--- src/inc/apr_pkg.sv ---
package apr_pkg;
   localparam int NCORE = 2;
   localparam int INSTR_BITS = 16;
   localparam int DATA_BITS = 8;

   localparam logic [12:0] OFS_INDEX = 13'h005;
   localparam logic [12:0] OFS_XFER = 13'h0FF;
   localparam logic [12:0] OFS_MODE = 13'h008;
   localparam logic [12:0] OFS_CLOCK = 13'h009;
   localparam logic [12:0] OFS_TEST = 13'h00D;
   localparam logic [12:0] OFS_BUILT_IN_SELF_CHECK = 13'h00E;
   localparam logic [12:0] OFS_INPUT = 13'h00F;
   localparam logic [12:0] OFS_TRIM = 13'h010;
   localparam logic [12:0] OFS_OUTFMT = 13'h014;
   localparam logic [12:0] OFS_PHASE = 13'h016;
   localparam logic [12:0] OFS_REF = 13'h018;
   localparam logic [12:0] OFS_SIGLO = 13'h024;
   localparam logic [12:0] OFS_SIGHI = 13'h025;
   localparam logic [12:0] OFS_FINE = 13'h037;
   localparam logic [12:0] OFS_COARSE = 13'h038;

   localparam logic [7:0] MSK_INDEX = 8'h03;
   localparam logic [7:0] MSK_MODE = 8'h03;
   localparam logic [7:0] MSK_CLOCK = 8'h0B;
   localparam logic [7:0] MSK_TEST = 8'h37;
   localparam logic [7:0] MSK_BUILT_IN_SELF_CHECK = 8'h05;
   localparam logic [7:0] MSK_IN_GLB = 8'h02;
   localparam logic [7:0] MSK_IN_LOC = 8'h04;
   localparam logic [7:0] MSK_TRIM = 8'h0F;
   localparam logic [7:0] MSK_OUTFMT = 8'h17;
   localparam logic [7:0] MSK_PHASE = 8'h80;
   localparam logic [7:0] MSK_REF = 8'h1F;
   localparam logic [7:0] MSK_SKEW = 8'h0F;

   localparam logic [1:0] RST_INDEX = 2'h3;
   localparam logic [7:0] RST_MODE = 8'h00;
   localparam logic [7:0] RST_CLOCK = 8'h09;
   localparam logic [7:0] RST_TEST = 8'h00;
   localparam logic [7:0] RST_BUILT_IN_SELF_CHECK = 8'h00;
   localparam logic [7:0] RST_INPUT = 8'h02;
   localparam logic [7:0] RST_TRIM = 8'h00;
   localparam logic [7:0] RST_OUTFMT = 8'h00;
   localparam logic [7:0] RST_PHASE = 8'h00;
   localparam logic [7:0] RST_REF = 8'h00;
   localparam logic [7:0] RST_FINE = 8'h00;
   localparam logic [7:0] RST_COARSE = 8'h00;

   localparam int BIT_XFER = 0;
   localparam int BIT_SAMPLE = 3;
   localparam int BIT_BOOST = 1;
   localparam int BIT_DCS = 0;
   localparam int BIT_RST_LONG = 5;
   localparam int BIT_RST_SHORT = 4;
   localparam int BIT_BUILT_IN_SELF_CHECK_INIT = 2;
   localparam int BIT_BUILT_IN_SELF_CHECK_EN = 0;
   localparam int BIT_CM_EN = 1;
   localparam int BIT_DISC = 2;
   localparam int BIT_OUT_EN = 4;
   localparam int BIT_OUT_INV = 2;
   localparam int BIT_CLK_INV = 7;

   localparam logic [1:0] PWR_RUN = 2'h0;
   localparam logic [1:0] PWR_DOWN = 2'h1;
   localparam logic [4:0] REF_EXTERNAL = 5'h13;

   localparam real FINE_STEP_PS = 0.075;
   localparam real COARSE_STEP_PS = 1.2;
   localparam logic [14:0] FINE_STEP_FS = 15'(int'(FINE_STEP_PS * 1000.0));
   localparam logic [14:0] COARSE_STEP_FS =
      15'(int'(COARSE_STEP_PS * 1000.0));

   localparam logic [22:0] LONG_SEED = 23'h7FFFFF;
   localparam logic [8:0] SHORT_SEED = 9'h1FF;
   localparam logic [7:0] MIDSCALE = 8'h80;
   localparam logic [7:0] FULL_POS = 8'hFF;
   localparam logic [7:0] FULL_NEG = 8'h00;
   localparam logic [7:0] CHECKER = 8'h55;

   typedef enum logic [2:0] {
      PAT_OFF = 3'b000, PAT_MID = 3'b001, PAT_POS = 3'b010,
      PAT_NEG = 3'b011, PAT_CHECK = 3'b100, PAT_LONG = 3'b101,
      PAT_SHORT = 3'b110, PAT_TOGGLE = 3'b111
   } apr_pattern_t;

   typedef enum logic [1:0] {
      FMT_OFFSET = 2'b00, FMT_TWOS = 2'b01, FMT_GRAY = 2'b10
   } apr_format_t;

   typedef enum logic [1:0] {
      SPI_IDLE = 2'b00, SPI_INSTR = 2'b01, SPI_DATA = 2'b10
   } apr_spi_st_t;
endpackage

--- src/design/apr_core_path.sv ---
`timescale 1ns/10ps
`default_nettype none
module apr_core_path (
   input wire logic clk_i, // System clock
   input wire logic nrst_i, // Sync reset, active low
   input wire logic [7:0] sample_i, // Raw result, offset binary
   input wire logic valid_i, // Sample strobe
   input wire logic pwr_down_i, // Full power-down
   input wire logic [7:0] test_i, // Active test register
   input wire logic [7:0] built_in_self_check_i, // Active self-check register
   input wire logic [3:0] trim_i, // Offset trim, twos complement
   input wire logic [7:0] outfmt_i, // Active output mode register
   input wire logic [3:0] fine_i, // Fine skew code
   input wire logic [3:0] coarse_i, // Coarse skew code
   output logic [7:0] data_o, // Output word
   output logic den_o, // Output enabled
   output logic [15:0] sig_o, // Signature shift register
   output logic [14:0] skew_fs_o // Inserted delay, fs
);
   typedef struct packed {
      logic [22:0] pn_long;
      logic [8:0] pn_short;
      logic toggle;
      logic [15:0] sig;
      logic [7:0] dout;
      logic den;
      logic [14:0] skew;
   } apr_core_st_t;

   localparam apr_core_st_t CRST = '{pn_long: apr_pkg::LONG_SEED,
      pn_short: apr_pkg::SHORT_SEED, toggle: 1'b0, sig: 16'h0000,
      dout: 8'h00, den: 1'b0, skew: 15'h0000};

   apr_core_st_t s_r, s_nxt;
   logic [9:0] sum;
   logic [7:0] val;

   always_comb begin
      s_nxt = s_r;
      s_nxt.skew = 15'(fine_i) * apr_pkg::FINE_STEP_FS
         + 15'(coarse_i) * apr_pkg::COARSE_STEP_FS;
      sum = {2'b00, sample_i} + {{6{trim_i[3]}}, trim_i};
      if (sum[9]) begin
         val = 8'h00;
      end else if (sum[8]) begin
         val = 8'hFF;
      end else begin
         val = sum[7:0];
      end
      case (apr_pkg::apr_format_t'(outfmt_i[1:0]))
         apr_pkg::FMT_TWOS: val = val ^ 8'h80;
         apr_pkg::FMT_GRAY: val = val ^ (val >> 1);
         default: val = val;
      endcase
      if (outfmt_i[apr_pkg::BIT_OUT_INV]) begin
         val = ~val;
      end
      // Patterns bypass trim, format and inversion
      case (apr_pkg::apr_pattern_t'(test_i[2:0]))
         apr_pkg::PAT_MID: val = apr_pkg::MIDSCALE;
         apr_pkg::PAT_POS: val = apr_pkg::FULL_POS;
         apr_pkg::PAT_NEG: val = apr_pkg::FULL_NEG;
         apr_pkg::PAT_CHECK: val = s_r.toggle ? ~apr_pkg::CHECKER
            : apr_pkg::CHECKER;
         apr_pkg::PAT_LONG: val = s_r.pn_long[7:0];
         apr_pkg::PAT_SHORT: val = s_r.pn_short[7:0];
         apr_pkg::PAT_TOGGLE: val = {8{s_r.toggle}};
         default: val = val;
      endcase
      s_nxt.den = outfmt_i[apr_pkg::BIT_OUT_EN] & ~pwr_down_i;
      if (valid_i) begin
         s_nxt.pn_long = {s_r.pn_long[21:0],
            s_r.pn_long[22] ^ s_r.pn_long[17]};
         s_nxt.pn_short = {s_r.pn_short[7:0],
            s_r.pn_short[8] ^ s_r.pn_short[4]};
         s_nxt.toggle = ~s_r.toggle;
         s_nxt.dout = s_nxt.den ? val : 8'h00;
         if (built_in_self_check_i[apr_pkg::BIT_BUILT_IN_SELF_CHECK_EN]) begin
            s_nxt.sig = {s_r.sig[14:0],
               s_r.sig[15] ^ s_r.sig[4] ^ s_r.sig[2] ^ s_r.sig[1]}
               ^ {8'h00, s_nxt.dout};
         end
      end
      if (!s_nxt.den) begin
         s_nxt.dout = 8'h00;
      end
      // Generator resets are levels: the sequence stays at its seed
      if (test_i[apr_pkg::BIT_RST_LONG]) begin
         s_nxt.pn_long = apr_pkg::LONG_SEED;
      end
      if (test_i[apr_pkg::BIT_RST_SHORT]) begin
         s_nxt.pn_short = apr_pkg::SHORT_SEED;
      end
      if (built_in_self_check_i[apr_pkg::BIT_BUILT_IN_SELF_CHECK_INIT]) begin
         s_nxt.sig = 16'h0000;
      end
   end

   always_ff @(posedge clk_i) begin
      if (!nrst_i) begin
         s_r <= CRST;
      end else begin
         s_r <= s_nxt;
      end
   end

   assign data_o = s_r.dout;
   assign den_o = s_r.den;
   assign sig_o = s_r.sig;
   assign skew_fs_o = s_r.skew;
endmodule // apr_core_path
`default_nettype wire

--- src/design/apr_register_bank.sv ---
// Behaviour
// - Power field: 00 runs, 01 powers down fully; 10 and 11 unused.
// - Sample mode bit: 0 interleaves the cores, 1 samples simultaneously.
// - Three-bit per-core pattern field picks normal data or one of seven output patterns.
// - Separate reset bits restart the long and short sequences.
// - Input register: local disconnect bit 2, global common-mode bit 1.
// - Four-bit offset trim is twos complement, -8 to +7.
// - Per-core output enable and invert bits act on the data outputs.
// - Format: 00 offset binary, 01 twos complement, 10 Gray code.
// - Reference register scales reference and input full scale.
// - Signature low byte is read only; writes do nothing.
// - Signature high byte is read only, forming a 16-bit signature.
// - Fine skew adds 0.075 ps per code step, up to 1.125 ps.
// - Coarse skew adds 1.2 ps per code step, up to 18 ps.
// - Fine plus coarse skew set each core's sampling delay.
// - Per-core writes reach only cores selected by the index register.
// - Written values other than the index become active only on the transfer command.
// - Reference field is bits 4:0; code 0x13 selects external reference.
`timescale 1ns/10ps
`default_nettype none
module apr_register_bank (
   input wire logic CLK_I, // System clock, 50 MHz
   input wire logic NRST_I, // Sync reset, active low
   input wire logic SCLK_I, // Serial clock from host
   input wire logic CSB_N_I, // Serial select, active low
   input wire logic SDIO_I, // Serial data in
   output logic SDIO_O, // Serial data out
   output logic SDIO_OE_N_O, // Low while driving serial data
   input wire logic [1:0][7:0] SAMPLE_I, // Raw core results
   input wire logic [1:0] SAMPLE_VALID_I, // Per-core sample strobe
   output logic [1:0][7:0] DATA_O, // Output words
   output logic [1:0] DATA_EN_O, // Per-core output enabled
   output logic [1:0][15:0] SIGNATURE_O, // Per-core signature
   output logic [1:0][14:0] SKEW_FS_O, // Per-core delay, fs
   output logic [1:0] DISCONNECT_O, // Per-core analog disconnect
   output logic POWER_DOWN_O, // Full power-down
   output logic SIMULTANEOUS_O, // Simultaneous sampling
   output logic CLOCK_BOOST_O, // Clock boost
   output logic DUTY_STAB_O, // Duty cycle stabilizer
   output logic CM_INPUT_EN_O, // Common-mode input enable
   output logic OUT_CLK_INV_O, // Invert output_data_clock
   output logic [4:0] REF_SCALE_O, // Reference scale code
   output logic EXT_REF_O // External reference selected
);
   typedef struct packed {
      logic [7:0] mode;
      logic [7:0] clk;
      logic [7:0] inp;
      logic [7:0] phase;
      logic [7:0] vref;
   } apr_glb_t;

   typedef struct packed {
      logic [7:0] test;
      logic [7:0] built_in_self_check;
      logic [7:0] inp;
      logic [7:0] trim;
      logic [7:0] ofmt;
      logic [7:0] fine;
      logic [7:0] coarse;
   } apr_loc_t;

   typedef struct packed {
      logic [2:0] sclk;
      logic [1:0] csb;
      logic [1:0] sdio;
      apr_pkg::apr_spi_st_t st;
      logic [4:0] cnt;
      logic [15:0] ins;
      logic rnw;
      logic [12:0] addr;
      logic [7:0] sh;
      logic [7:0] osh;
      logic oe_n;
      logic [1:0] idx;
      apr_glb_t g_sh;
      apr_glb_t g_act;
      apr_loc_t [1:0] l_sh;
      apr_loc_t [1:0] l_act;
   } apr_bank_st_t;

   localparam apr_glb_t GRST = '{mode: apr_pkg::RST_MODE,
      clk: apr_pkg::RST_CLOCK,
      inp: apr_pkg::RST_INPUT & apr_pkg::MSK_IN_GLB,
      phase: apr_pkg::RST_PHASE, vref: apr_pkg::RST_REF};
   localparam apr_loc_t LRST = '{test: apr_pkg::RST_TEST,
      built_in_self_check: apr_pkg::RST_BUILT_IN_SELF_CHECK,
      inp: apr_pkg::RST_INPUT & apr_pkg::MSK_IN_LOC,
      trim: apr_pkg::RST_TRIM, ofmt: apr_pkg::RST_OUTFMT,
      fine: apr_pkg::RST_FINE, coarse: apr_pkg::RST_COARSE};
   localparam apr_bank_st_t BRST = '{sclk: 3'h0, csb: 2'h3,
      sdio: 2'h0, st: apr_pkg::SPI_IDLE, cnt: 5'h00, ins: 16'h0000,
      rnw: 1'b0, addr: 13'h0000, sh: 8'h00, osh: 8'h00, oe_n: 1'b1,
      idx: apr_pkg::RST_INDEX, g_sh: GRST, g_act: GRST,
      l_sh: '{LRST, LRST}, l_act: '{LRST, LRST}};

   localparam logic [4:0] LAST_INSTR = 5'(apr_pkg::INSTR_BITS - 1);
   localparam logic [4:0] LAST_DATA = 5'(apr_pkg::DATA_BITS - 1);

   apr_bank_st_t s_r, s_nxt;
   logic rise, fall;
   logic [15:0] word;
   logic [7:0] byte_in;
   logic [1:0][15:0] sig;

   // Local reads come from the lowest selected core
   function automatic logic [7:0] rd(input logic [12:0] a,
         input apr_bank_st_t s, input logic [1:0][15:0] sg);
      logic c;
      c = ~s.idx[0];
      case (a)
         apr_pkg::OFS_INDEX: rd = {6'h00, s.idx};
         apr_pkg::OFS_MODE: rd = s.g_sh.mode;
         apr_pkg::OFS_CLOCK: rd = s.g_sh.clk;
         apr_pkg::OFS_TEST: rd = s.l_sh[c].test;
         apr_pkg::OFS_BUILT_IN_SELF_CHECK: rd = s.l_sh[c].built_in_self_check;
         apr_pkg::OFS_INPUT: rd = s.g_sh.inp | s.l_sh[c].inp;
         apr_pkg::OFS_TRIM: rd = s.l_sh[c].trim;
         apr_pkg::OFS_OUTFMT: rd = s.l_sh[c].ofmt;
         apr_pkg::OFS_PHASE: rd = s.g_sh.phase;
         apr_pkg::OFS_REF: rd = s.g_sh.vref;
         apr_pkg::OFS_SIGLO: rd = sg[c][7:0];
         apr_pkg::OFS_SIGHI: rd = sg[c][15:8];
         apr_pkg::OFS_FINE: rd = s.l_sh[c].fine;
         apr_pkg::OFS_COARSE: rd = s.l_sh[c].coarse;
         default: rd = 8'h00;
      endcase
   endfunction

   // Only the second and third stages are looked at for edges
   assign rise = s_r.sclk[1] & ~s_r.sclk[2];
   assign fall = ~s_r.sclk[1] & s_r.sclk[2];
   assign word = {s_r.ins[14:0], s_r.sdio[1]};
   assign byte_in = {s_r.sh[6:0], s_r.sdio[1]};

   always_comb begin
      s_nxt = s_r;
      s_nxt.sclk = {s_r.sclk[1:0], SCLK_I};
      s_nxt.csb = {s_r.csb[0], CSB_N_I};
      s_nxt.sdio = {s_r.sdio[0], SDIO_I};
      if (s_r.csb[1]) begin
         s_nxt.st = apr_pkg::SPI_IDLE;
         s_nxt.cnt = 5'h00;
         s_nxt.oe_n = 1'b1;
      end else begin
         case (s_r.st)
            apr_pkg::SPI_IDLE: begin
               s_nxt.st = apr_pkg::SPI_INSTR;
               s_nxt.cnt = 5'h00;
            end
            apr_pkg::SPI_INSTR: begin
               if (rise) begin
                  s_nxt.ins = word;
                  s_nxt.cnt = s_r.cnt + 5'h01;
                  if (s_r.cnt == LAST_INSTR) begin
                     s_nxt.cnt = 5'h00;
                     s_nxt.rnw = word[15];
                     s_nxt.addr = word[12:0];
                     s_nxt.st = apr_pkg::SPI_DATA;
                     if (word[15]) begin
                        s_nxt.osh = rd(word[12:0], s_r, sig);
                        s_nxt.oe_n = 1'b0;
                     end
                  end
               end
            end
            apr_pkg::SPI_DATA: begin
               // No shift right after a byte: its first bit must stay
               if (fall && s_r.cnt != 5'h00) begin
                  s_nxt.osh = {s_r.osh[6:0], 1'b0};
               end
               if (rise) begin
                  s_nxt.sh = byte_in;
                  s_nxt.cnt = s_r.cnt + 5'h01;
                  if (s_r.cnt == LAST_DATA) begin
                     s_nxt.cnt = 5'h00;
                     s_nxt.addr = s_r.addr - 13'h0001;
                     if (s_r.rnw) begin
                        s_nxt.osh = rd(s_r.addr - 13'h0001, s_r, sig);
                     end else begin
                        case (s_r.addr)
                           apr_pkg::OFS_INDEX:
                              s_nxt.idx = byte_in[1:0];
                           apr_pkg::OFS_XFER: begin
                              if (byte_in[apr_pkg::BIT_XFER]) begin
                                 s_nxt.g_act = s_r.g_sh;
                                 s_nxt.l_act = s_r.l_sh;
                              end
                           end
                           apr_pkg::OFS_MODE: s_nxt.g_sh.mode =
                              byte_in & apr_pkg::MSK_MODE;
                           apr_pkg::OFS_CLOCK: s_nxt.g_sh.clk =
                              byte_in & apr_pkg::MSK_CLOCK;
                           apr_pkg::OFS_INPUT: s_nxt.g_sh.inp =
                              byte_in & apr_pkg::MSK_IN_GLB;
                           apr_pkg::OFS_PHASE: s_nxt.g_sh.phase =
                              byte_in & apr_pkg::MSK_PHASE;
                           apr_pkg::OFS_REF: s_nxt.g_sh.vref =
                              byte_in & apr_pkg::MSK_REF;
                           default: s_nxt.idx = s_r.idx;
                        endcase
                        for (int c = 0; c < apr_pkg::NCORE; c++) begin
                           if (s_r.idx[c]) begin
                              case (s_r.addr)
                                 apr_pkg::OFS_TEST: s_nxt.l_sh[c].test =
                                    byte_in & apr_pkg::MSK_TEST;
                                 apr_pkg::OFS_BUILT_IN_SELF_CHECK: s_nxt.l_sh[c].built_in_self_check =
                                    byte_in & apr_pkg::MSK_BUILT_IN_SELF_CHECK;
                                 apr_pkg::OFS_INPUT: s_nxt.l_sh[c].inp =
                                    byte_in & apr_pkg::MSK_IN_LOC;
                                 apr_pkg::OFS_TRIM: s_nxt.l_sh[c].trim =
                                    byte_in & apr_pkg::MSK_TRIM;
                                 apr_pkg::OFS_OUTFMT: s_nxt.l_sh[c].ofmt =
                                    byte_in & apr_pkg::MSK_OUTFMT;
                                 apr_pkg::OFS_FINE: s_nxt.l_sh[c].fine =
                                    byte_in & apr_pkg::MSK_SKEW;
                                 apr_pkg::OFS_COARSE:
                                    s_nxt.l_sh[c].coarse =
                                    byte_in & apr_pkg::MSK_SKEW;
                                 default: s_nxt.l_sh[c] = s_r.l_sh[c];
                              endcase
                           end
                        end
                     end
                  end
               end
            end
            default: s_nxt.st = apr_pkg::SPI_IDLE;
         endcase
      end
   end

   always_ff @(posedge CLK_I) begin
      if (!NRST_I) begin
         s_r <= BRST;
      end else begin
         s_r <= s_nxt;
      end
   end

   assign SDIO_O = s_r.osh[7];
   assign SDIO_OE_N_O = s_r.oe_n;
   assign POWER_DOWN_O = s_r.g_act.mode[1:0] == apr_pkg::PWR_DOWN;
   assign SIMULTANEOUS_O = s_r.g_act.clk[apr_pkg::BIT_SAMPLE];
   assign CLOCK_BOOST_O = s_r.g_act.clk[apr_pkg::BIT_BOOST];
   assign DUTY_STAB_O = s_r.g_act.clk[apr_pkg::BIT_DCS];
   assign CM_INPUT_EN_O = s_r.g_act.inp[apr_pkg::BIT_CM_EN];
   assign OUT_CLK_INV_O = s_r.g_act.phase[apr_pkg::BIT_CLK_INV];
   assign REF_SCALE_O = s_r.g_act.vref[4:0];
   assign EXT_REF_O = s_r.g_act.vref[4:0] == apr_pkg::REF_EXTERNAL;
   assign SIGNATURE_O = sig;

   for (genvar c = 0; c < apr_pkg::NCORE; c++) begin : g_core
      assign DISCONNECT_O[c] = s_r.l_act[c].inp[apr_pkg::BIT_DISC];
      apr_core_path u_path (
         .clk_i(CLK_I),
         .nrst_i(NRST_I),
         .sample_i(SAMPLE_I[c]),
         .valid_i(SAMPLE_VALID_I[c]),
         .pwr_down_i(POWER_DOWN_O),
         .test_i(s_r.l_act[c].test),
         .built_in_self_check_i(s_r.l_act[c].built_in_self_check),
         .trim_i(s_r.l_act[c].trim[3:0]),
         .outfmt_i(s_r.l_act[c].ofmt),
         .fine_i(s_r.l_act[c].fine[3:0]),
         .coarse_i(s_r.l_act[c].coarse[3:0]),
         .data_o(DATA_O[c]),
         .den_o(DATA_EN_O[c]),
         .sig_o(sig[c]),
         .skew_fs_o(SKEW_FS_O[c])
      );
   end
endmodule // apr_register_bank
`default_nettype wire

--- config.mk ---
export PLATFORM = sky130hd
export DESIGN_NAME = apr_register_bank
export DESIGN_NICKNAME = d
export VERILOG_FILES = /design/src/inc/apr_pkg.sv /design/src/design/apr_core_path.sv /design/src/design/apr_register_bank.sv
export SDC_FILE = /design/constraint.sdc
export NUM_CORES = 1
export LEC_CHECK = 0
export ABC_AREA = 1
export BUFFER_PORTS_ARGS = -buffer_cell sky130_fd_sc_hd__clkbuf_2
export CAP_MARGIN = 20
export CORE_MARGIN = 4
export CORE_UTILIZATION = 55
export CTS_CLUSTER_DIAMETER = 80
export DETAILED_ROUTE_END_ITERATION = 7
export GPL_TIMING_DRIVEN = 1
export PLACE_DENSITY = 0.75
export SLEW_MARGIN = 20
export SYNTH_ARGS = -nofsm -noshare
export SYNTH_HDL_FRONTEND = slang
export SYNTH_SLANG_ARGS = --single-unit
--- constraint.sdc ---
create_clock -name CLK_I -period 4.26 [get_ports CLK_I]
set_input_delay 0.852 -clock CLK_I [delete_from_list [all_inputs] [get_ports CLK_I]]
set_output_delay 0.852 -clock CLK_I [all_outputs]
set_load 0.02 [all_outputs]
# Yosys cells after proc, flatten, opt, wreduce, memory -nomap -nowiden
# Cells that the tools add are included.
# word_totals
reg_bits	329
out_inout_bits	96
elab_cells	260
inputBits	23
# op_classes
n_reduce_logical	45
n_lt_le_gt_ge	1
multipliers	4
eq_ne	70
bitwise_logic	33
addsub	6
n_mux	37
# ops
op	n
$pmux W8 S14	2
$eq A13 B4 Y1 const B	15
$eq A13 B5 Y1 const B	12
$eq A13 B6 Y1 const B	10
$pmux W8 S7	2
$reduce_and A7 Y1	15
$mux W8	13
$mux W56	1
$mux W54	1
$pmux W8 S2	3
$mul A4 B7 Y11 const B	4
$reduce_and A6 Y1	7
$eq A13 B3 Y1 const B	3
$mux W37	1
$mux W16	2
$xor A16 B8 Y16	2
$add A11 B15 Y15	2
$mux W29	1
$mux W9	3
$pmux W13 S2	1
$eq A3 B3 Y1 const B	8
$add A9 B4 Y10	2
$not A8 Y8	2
$xor A8 B7 Y8	2
other kinds (32)	82

# Longest topological paths before layout
# Gate-level depths: netlist (run 1).
# logic_depth
depth_word	10
mapped_depth	21
depth_no_buf	21

# By module
# Synthesis (run 1) repeated with hierarchy kept, for this count alone.
# hier_totals
cells_unflattened	2822
hier_area_um2	19352.3
# by_module_without_submodules
module	seq_area_each_um2	area_per_inst_um2	n_inst	cells_each
apr_register_bank	3623.5	9313.9	1	1357
apr_core_path (g_core[1].u_path)	1461.4	5038.6	1	734
apr_core_path (g_core[0].u_path)	1461.4	4999.8	1	731

# Worst setup path before layout (run 1)
# OpenSTA, ideal clock, no wires.
# synth_path
path_type	register -> register
start	register s_r[2] (netlist bit)
end	register g_core[0].u_path.s_r (netlist bit g_core[0].u_path.skew_fs_o[14])
synth_period_minus_slack_ps	3503
stages_incl_launch_ff	21
setup_slack_ps	757
t_arrival_ps	3445
path_buffers	0
setup_ps	58
required_ps	4202
path_cell_list	dfxtp_1 -> ha_1 -> inv_1 -> fa_1 -> inv_1 -> ha_1 -> inv_1 -> fa_1 -> inv_1 -> ha_1 -> inv_1 -> o21ai_0 -> nand3_1 -> a21boi_0 -> nor2_1 -> nor2_1 -> nand2_1 -> inv_1 -> nand2_1 -> a21oi_1 -> o21a_1
# synth_via
elab_chain_cells	2
# synth_lines
element	line_no	rtl
start, declared	apr_register_bank.sv:100	apr_bank_st_t s_r, s_nxt;
start signal, assigned	apr_register_bank.sv:237	s_r <= s_nxt;
$mul A4 B7 Y11	apr_core_path.sv:41	+ 15'(coarse_i) * apr_pkg::COARSE_STEP_FS;
$add A11 B15 Y15	apr_core_path.sv:41	
end signal, assigned	apr_core_path.sv:103	s_r <= s_nxt;
end, declared	apr_core_path.sv:34	apr_core_st_t s_r, s_nxt;
# No other way between the ends.
# A chain may end at the register's enable or synchronous reset.

# Worst setup path after layout (run 1)
# Same ends and word-level chain as after synthesis.

==> flow_summary.yaml, run 1 <==
sta:
  finalHoldViolations: 0
  rsz0062_at_grt: "false"
  tightest_slew_ps: 886
  worst_slack_ps: 401
  max_freq_mhz: 259
  min_period_ps: 3860
  tns_ps: 0
  slew_headroom: 0.404
  maxSlewViolCount: 0
  setup_viol: 0
  skew_ps: 11.8
  fin_crit_sh: 0.906
placement:
  place.gp.congestion: 0.994
  io_buffers: 118
  hpwl_um: 37800
  dp_slack_ps: 445
clock_network:
  cts_buffers: 37
  cts_buffer_depth: 3
  cts_sinks: 327
  clk_latency_ps: 530
  cts_root_buffer: "clkbuf_16"
  htree_levels: 2
  cts_post_setup_buffers_inserted: 0
  cts_tree: "yes"
  clk_pin_slew_ps: 60
  hold_buffers: 0
  cts.repair.resized: 0
yosys:
  synth.yosys.seq_area_share: 0.348
  ys_types: 49
  synth_top_area_cell: "dfxtp_1"
  synth_seq_cells: 327
  synthMostInstantiatedCell: "nand2_1"
  synthCells: 2689
  synthTopCellsByArea: "dfxtp_1 (35%), nand2_1 (10%), o21ai_0 (7.4%)"
  postSynthNetCount: 2822
  synthFlopType: "dfxtp_1"
  async_reset_ff_frac: 0
  syn_area_per_cell_um2: 6.99
  synth-edff-count: 0
  syn_area_um2: 18800
  synth.top_cell.area_share: 0.348
  synth_common_cells: "nand2_1 (502), inv_1 (366), dfxtp_1 (327)"
  yosysWarnings: 0
drt:
  routed_wirelength_um: 51000
  wl_met1_um: 22500
  drt_first_iter_violations: 1384
  met2WireLength_um: 23800
  vias: 17700
  ant_nets: 0
  drtPass1Iterations: 5
  wl_met3_um: 3320
  top_layer: "met4"
  avgViaCountPerCell: 5.60
  wire_per_inst_um: 16.2
  drc: 0
critical_path:
  slowest_delay_ps: 490
  path_buf_inv: 6
  worst-endpoint-required_ps: 4740
  crit_arrival_ps: 4330
  cp_max_fo: 6
  critPathKind: "flip-flop to flip-flop"
  rrSetupSlack_ps: 400
  cpLargestDelayFamily: "adder cells"
  path_cells: "ha_1 -> inv_1 -> fa_1 -> inv_1 -> ha_1 -> inv_1 -> fa_1 -> inv_1 -> ha_1 -> inv_1 -> o21ai_0 -> nand3_1 -> a21boi_0 -> nor2_1 -> nor2_1 -> nand2_1 -> inv_1 -> nand2_1 -> a21oi_1 -> o21a_1"
  cp-start-kind: "flip-flop"
  end_kind: "flip-flop"
  slowest_stage: "fa_1"
  cpMostUsedCell: "inv_1"
die:
  die_h_um: 193
  fp.dieArea_um2: 37200
  ioPinCount: 119
  num_rows: 67
  die_w_um: 193
  start_util: 0.559
  core_um2: 33600
min_path:
  hold_class: "flip-flop to flip-flop"
global_routing:
  grt_pass1_vias: 16300
  grt_antenna_before_repair: 0
  grt_max_degree: 76
  grt_remaining_overflow: 0
  grt_pass1_wl_um: 81300
  grt_usage: 0.267
pwr:
  finalPower_mw: 6.66
  power_leakage_nw: 9.48
  worst_ir_drop_vdd_mv: 0.301
  power_density_nw_per_um2: 329
finish:
  final_core_util: 0.602
  syn2layout_area_growth_pct: 7.68
  diodes: 0
  layout-drive-gt1-share: 0.0951
  fin_nets: 2811
run:
  maxCapViolCount: 0
status:
  outcome: "finished clean"
==> placed cells by master (no fill, tap or decap), types with 7 or more instances in the layout <==
master and count:
a21oi_1 238, a21oi_2 7, a221oi_1 14, buf_4 15, clkbuf_16 38, clkbuf_2 117, clkinv_2 9, dfxtp_1 326
fa_1 14, ha_1 96, inv_1 366, inv_2 13, nand2_1 502, nand3_1 205, nand4_1 44, nor2_1 180
nor2_2 11, nor2_4 9, nor3_1 23, o211ai_1 52, o21a_1 9, o21ai_0 276, o21ai_1 7, o22ai_1 25
or2_2 7, xnor2_1 11, xor2_1 12
==> sequential cells by signal, indices dropped and copies added (netlist names) <==
signal / cells
OUT_CLK_INV_O: 1
g_core.u_path.data_o: 16
REF_SCALE_O: 5
SDIO_O: 1
g_core.u_path.den_o: 2
SIMULTANEOUS_O: 1
g_core.u_path.sig_o: 32
CLOCK_BOOST_O: 1
byte_in: 8
DISCONNECT_O: 2
s_nxt: 4
s_r: 155
CM_INPUT_EN_O: 1
DUTY_STAB_O: 1
g_core.u_path.s_r: 66
g_core.u_path.skew_fs_o: 30
SDIO_OE_N_O: 1
==> logic make-up (layout without fill, tap and decap cells) <==
logic type / after synthesis / count (layout) / synth area share
AND/OR/NAND/NOR: 1005 / 1005 / 0.233
AO/OA/AOI/OAI: 654 / 654 / 0.192
buffers and inverters: 566 / 580 / 0.134
flip-flops: 327 / 327 / 0.348
adder cells (fa/ha/maj): 110 / 110 / 0.0788
XOR/XNOR: 25 / 25 / 0.0125
multiplexers: 2 / 2 / 0.00107
==> power by group <==
group	total, mW	switching [mW]	leakage [nW]	internal [mW]
sequential	3.13	0.0264	2.65	3.10
combinational	0.284	0.193	6.21	0.0908
clock	3.25	1.28	0.614	1.96
total	6.66	1.50	9.48	5.16
==> metrics by stage <==
stage	hold WS, ps	cells	instance area, um2
floorplan	390	2689	18800
global placement	397	3087	19000
detailed placement	400	3087	19000
CTS	415	3151	20200
global route	431	3151	20200
finish	413	3151	20200
==> worst paths after layout <==
kind                                                        to       start  cells past startpoint
worst max-delay path            g_core[0].u_path.skew_fs_o[14]      s_r[2]                     20
worst min-delay path                                s_nxt[366]  s_nxt[365]                      2
worst max register to register  g_core[0].u_path.skew_fs_o[14]      s_r[2]                     20
worst min register to register                      s_nxt[366]  s_nxt[365]                      2
==> worst reg2reg max path, cell delays in order (launching register included) <==
cell and delay, ps:
dfxtp_1 370, ha_1 300, inv_1 50, fa_1 470
inv_1 50, ha_1 270, inv_1 50, fa_1 490
inv_1 40, ha_1 280, inv_1 60, o21ai_0 330
nand3_1 160, a21boi_0 250, nor2_1 70, nor2_1 120
nand2_1 60, inv_1 70, nand2_1 60, a21oi_1 130
o21a_1 130
==> area by class of cell <==
type | count | area (um2)
tap | 448 | 561
timing repair buffer | 134 | 738
inverter | 382 | 1430
clock inverter | 15 | 190
clock buffer | 49 | 1040
sequential | 327 | 6550
multi-input combinational | 1796 | 9720
fill | 3147 | 13400
==> metal layers <==
metal,track usage,up-vias
met5,0,-
li1,-,8787
met4,0.0779,0
met3,0.0374,100
met2,0.451,523
met1,0.358,8242
(Power assumes the default switching activity.)
==> run 2: changes to the inputs <==
--- a/config.mk
+++ b/config.mk
@@ -8,6 +8,7 @@
 export ABC_AREA = 1
 export BUFFER_PORTS_ARGS = -buffer_cell sky130_fd_sc_hd__clkbuf_2
 export CAP_MARGIN = 20
+export CORE_ASPECT_RATIO = 2
 export CORE_MARGIN = 4
 export CORE_UTILIZATION = 55
 export CTS_CLUSTER_DIAMETER = 80
==> flow_summary.yaml, run 2 (synthesized netlist as in run 1, its figures left out) <==
sta:
  tightest_slew_ps: 954
  setup_viol: 0
  slew_headroom: 0.364
  min_period_ps: 3860
  maxSlewViolCount: 0
  skew_ps: 12.5
  max_freq_mhz: 259
  finalHoldViolations: 0
  fin_crit_sh: 0.906
  rsz0062_at_grt: "false"
  tns_ps: 0
finish:
  fillerInstances: 3204
  multi_input_area_um2: 9720
  layout-drive-gt1-share: 0.0921
  final_common_cell: "nand2_1"
  syn2layout_area_growth_pct: 6.35
  diodes: 0
  fin_nets: 2804
  largest-register: "s_r"
  regArea_um2: 6550
  mostFrequentLayoutCells: "nand2_1 (502), inv_1 (366), dfxtp_1 (326), o21ai_0 (276), a21oi_1 (238)"
  largest_reg_flops: 155
pwr:
  finalPower_mw: 6.23
  worst_ir_drop_vdd_mv: 0.316
  power_density_nw_per_um2: 312
  power_leakage_nw: 9.36
critical_path:
  cp-start-kind: "flip-flop"
  rrSetupSlack_ps: 400
  worst-endpoint-required_ps: 4770
  reg2regPathDepth: 20
  end_kind: "flip-flop"
  critPathKind: "flip-flop to flip-flop"
  crit_arrival_ps: 4370
  cp_max_fo: 6
  r2r_end: "g_core[0].u_path.skew_fs_o[14]"
  r2r_start: "s_r[2]"
global_routing:
  grt_max_degree: 112
  grt_pass1_wl_um: 88100
  grt_remaining_overflow: 0
  grt_antenna_before_repair: 0
  grt_usage: 0.289
  grt_pass1_vias: 17400
drt:
  ant_nets: 0
  drtPass1Iterations: 6
  drt_first_iter_violations: 842
  wire_per_inst_um: 17.9
  routed_wirelength_um: 56100
  vias: 17700
  avgViaCountPerCell: 5.67
  drc: 0
die:
  die_h_um: 269
  fp.dieArea_um2: 37400
  ioPinCount: 119
  start_util: 0.559
  core_um2: 33600
  die_w_um: 139
  num_rows: 95
clock_network:
  cts_post_setup_buffers_inserted: 0
  cts.repair.resized: 0
  cts_sinks: 327
  cts_buffers: 29
  htree_levels: 1
  cts_tree: "yes"
  clk_latency_ps: 570
  cts_buffer_depth: 3
  clk_pin_slew_ps: 70
  hold_buffers: 0
  cts_root_buffer: "clkbuf_16"
min_path:
  hold_class: "flip-flop to flip-flop"
  hp-start: "s_nxt[361]"
  min_to: "byte_in[0]"
  hold_path_depth: 2
placement:
  place.gp.congestion: 1.05
  hpwl_um: 43200
  io_buffers: 118
run:
  maxCapViolCount: 0
status:
  outcome: "finished clean"
## run 2: layout make-up
class | count | area share
Sequential cell | 327 | 0.328
Inverter | 382 | 0.0718
Clock inverter | 12 | 0.00864
Tap cell | 436 | 0.0273
Timing Repair Buffer | 135 | 0.0361
Multi-Input combinational cell | 1796 | 0.487
Clock buffer | 41 | 0.0421
## run 2: worst max-delay path by stage
stage               startpoint                        endpoint
finish                  s_r[2]  g_core[0].u_path.skew_fs_o[14]
floorplan               s_r[2]  g_core[0].u_path.skew_fs_o[14]
detailed placement      s_r[2]  g_core[0].u_path.skew_fs_o[14]
global placement        s_r[2]  g_core[0].u_path.skew_fs_o[14]
CTS                     s_r[2]  g_core[0].u_path.skew_fs_o[14]
global route           s_r[58]  g_core[1].u_path.skew_fs_o[14]
## run 2: per-layer routing
metal  part of all wire  up-vias  track usage  wire length (um)
li1                   -     8770            -                 -
met1               0.34     8206        0.272             19100
met2               0.52      534        0.549             29300
met3              0.046      223       0.0385              2560
met4              0.091        0        0.226              5130
met5                  0        -            0                 0
## run 2: worst max-delay path, stage by stage (launching register included)
cell and delay (ps):
dfxtp_1 370, ha_1 300, inv_1 50, fa_1 470
inv_1 60, ha_1 270, inv_1 50, fa_1 490
inv_1 40, ha_1 270, inv_1 60, o21ai_0 310
nand3_1 150, a21boi_0 260, nor2_1 70, nor2_1 110
nand2_1 70, inv_1 70, nand2_1 60, a21oi_1 130
o21a_1 140
## run 2: report_power, final
| group | switching, mW | internal, mW |
|---|---|---|
| logic | 0.201 | 0.0920 |
| registers | 0.0254 | 3.10 |
| clock network | 1.19 | 1.62 |
## run 2: through the flow
step | instances | hold slack (ps) | cell area [um2] | util | setup slack [ps]
after global placement | 3076 | 398 | 19000 | 0.564 | 493
final | 3129 | 414 | 20000 | 0.594 | 401
after CTS | 3129 | 416 | 20000 | 0.594 | 400
after detailed placement | 3076 | 399 | 19000 | 0.564 | 428
after global routing | 3129 | 429 | 20000 | 0.594 | 114
after floorplan | 2689 | 390 | 18800 | - | 757
==> run 3: changes to the inputs <==
==> constraint.sdc (replaced) <==
create_clock -name CLK_I -period 4.26 [get_ports CLK_I]
set_input_delay 0.426 -clock CLK_I [delete_from_list [all_inputs] [get_ports CLK_I]]
set_output_delay 0.426 -clock CLK_I [all_outputs]
set_load 0.02 [all_outputs]
==> flow_summary.yaml, run 3 (synthesized netlist as in run 1, its figures left out) <==
sta:
  fin_crit_sh: 0.911
  maxSlewViolCount: 0
  worst_slack_ps: 378
  skew_ps: 21.7
  tightest_slew_ps: 1030
  rsz0062_at_grt: "false"
  min_period_ps: 3880
  max_freq_mhz: 258
  finalHoldViolations: 0
  setup_viol: 0
  slew_headroom: 0.306
  tns_ps: 0
critical_path:
  cp_max_fo: 6
  cp-start-kind: "flip-flop"
  end_kind: "flip-flop"
  slowest_delay_ps: 500
  r2r_start: "s_r[2]"
  rrSetupSlack_ps: 380
  r2r_end: "g_core[0].u_path.skew_fs_o[14]"
  critPathKind: "flip-flop to flip-flop"
  cpLargestDelayFamily: "adder cells"
  slowest_stage: "fa_1"
  path_buf_inv: 6
  cpMostUsedCell: "inv_1"
  path_cells: "ha_1 -> inv_1 -> fa_1 -> inv_1 -> ha_1 -> inv_1 -> fa_1 -> inv_1 -> ha_1 -> inv_1 -> o21ai_0 -> nand3_1 -> a21boi_0 -> nor2_1 -> nor2_1 -> nand2_1 -> inv_1 -> nand2_1 -> a21oi_1 -> o21a_1"
  worst-endpoint-required_ps: 4780
  reg2regPathDepth: 20
  crit_arrival_ps: 4400
pwr:
  worst_ir_drop_vdd_mv: 0.342
  power_density_nw_per_um2: 310
  power_leakage_nw: 9.35
global_routing:
  grt_pass1_vias: 17500
  grt_pass1_wl_um: 88000
  grt_remaining_overflow: 0
  grt_antenna_before_repair: 0
  grt_usage: 0.287
  grt_max_degree: 184
min_path:
  hold_path_depth: 3
  min_to: "s_nxt[361]"
  hp-start: "SDIO_I"
  hold_class: "input port to flip-flop"
finish:
  layout-drive-gt1-share: 0.0900
  syn2layout_area_growth_pct: 6.19
  largest_reg_flops: 155
  fin_nets: 2800
  multi_input_area_um2: 9720
  regArea_um2: 6550
  largest-register: "s_r"
  final_common_cell: "nand2_1"
  diodes: 0
  mostFrequentLayoutCells: "nand2_1 (502), inv_1 (366), dfxtp_1 (326), o21ai_0 (276), a21oi_1 (238)"
  fillerInstances: 3239
die:
  start_util: 0.559
  core_um2: 33600
  num_rows: 95
  fp.dieArea_um2: 37400
  ioPinCount: 119
  die_h_um: 269
  die_w_um: 139
drt:
  vias: 17700
  wire_per_inst_um: 17.7
  drc: 0
  drtPass1Iterations: 6
  routed_wirelength_um: 55500
  ant_nets: 0
  drt_first_iter_violations: 861
  avgViaCountPerCell: 5.66
clock_network:
  cts_sinks: 327
  hold_buffers: 0
  cts_tree: "yes"
  htree_levels: 1
  cts_buffers: 30
  cts_buffer_depth: 3
  cts_root_buffer: "clkbuf_16"
  cts.repair.resized: 0
  clk_pin_slew_ps: 70
  clk_latency_ps: 590
  cts_post_setup_buffers_inserted: 0
placement:
  place.gp.congestion: 1.09
  io_buffers: 118
  hpwl_um: 42300
  dp_slack_ps: 416
run:
  maxCapViolCount: 0
status:
  outcome: "finished clean"
==> run 3: how the worst max path moves through the flow <==
stage / to / from / depth (start not counted)
final: g_core[0].u_path.skew_fs_o[14] / s_r[2] / 20
after global placement: g_core[0].u_path.skew_fs_o[14] / s_r[2] / 20
after global routing: g_core[0].u_path.skew_fs_o[14] / s_r[2] / 20
after floorplan: g_core[0].u_path.skew_fs_o[14] / s_r[2] / 20
after detailed placement: g_core[0].u_path.skew_fs_o[14] / s_r[2] / 20
after CTS: g_core[0].u_path.skew_fs_o[14] / s_r[2] / 20
==> run 3: layout make-up <==
cell class,instances,area share
multi-input combinational,1796,0.487
sequential,327,0.328
inverter,382,0.0719
clock buffer,46,0.0452
timing repair buffer,130,0.0355
tap,436,0.0273
clock inverter,9,0.00477
==> run 3: worst reg2reg max path, stage by stage (launching register included) <==
cell      delay [ps]
dfxtp_1          380
ha_1             320
inv_1             50
fa_1             480
inv_1             60
ha_1             270
inv_1             50
fa_1             500
inv_1             40
ha_1             280
inv_1             60
o21ai_0          290
nand3_1          150
a21boi_0         270
nor2_1            70
nor2_1           110
nand2_1           60
inv_1             70
nand2_1           60
a21oi_1          140
o21a_1           130
==> run 3: metrics by stage <==
step | hold WS (ps) | util | total power [mW] | instance area, um2 | instances
3_3_place_gp | 394 | 0.564 | 3.48 | 19000 | 3071
2_1_floorplan | 390 | - | 3.41 | 18800 | 2689
6_report | 17.4 | 0.593 | 6.19 | 20000 | 3126
3_5_place_dp | 401 | 0.564 | 3.49 | 19000 | 3071
5_1_grt | 37.9 | 0.593 | 6.38 | 20000 | 3126
4_1_cts | 5.95 | 0.593 | 6.23 | 20000 | 3126
==> run 3: report_power, final <==
part | switching (mW) | internal, mW | leakage, nW | total (mW)
Combinational | 0.199 | 0.0919 | 6.20 | 0.291
Sequential | 0.0260 | 3.10 | 2.65 | 3.13
Clock | 1.20 | 1.57 | 0.497 | 2.77
Total | 1.42 | 4.77 | 9.35 | 6.19
==> run 3: metal layers <==
layer / wire (um) / track usage / up-vias / part of all wire
li1: - / - / 8749 / -
met1: 18900 / 0.271 / 8176 / 0.34
met2: 28700 / 0.543 / 533 / 0.52
met3: 2680 / 0.0413 / 239 / 0.048
met4: 5210 / 0.227 / 0 / 0.094
met5: 0 / 0 / - / 0
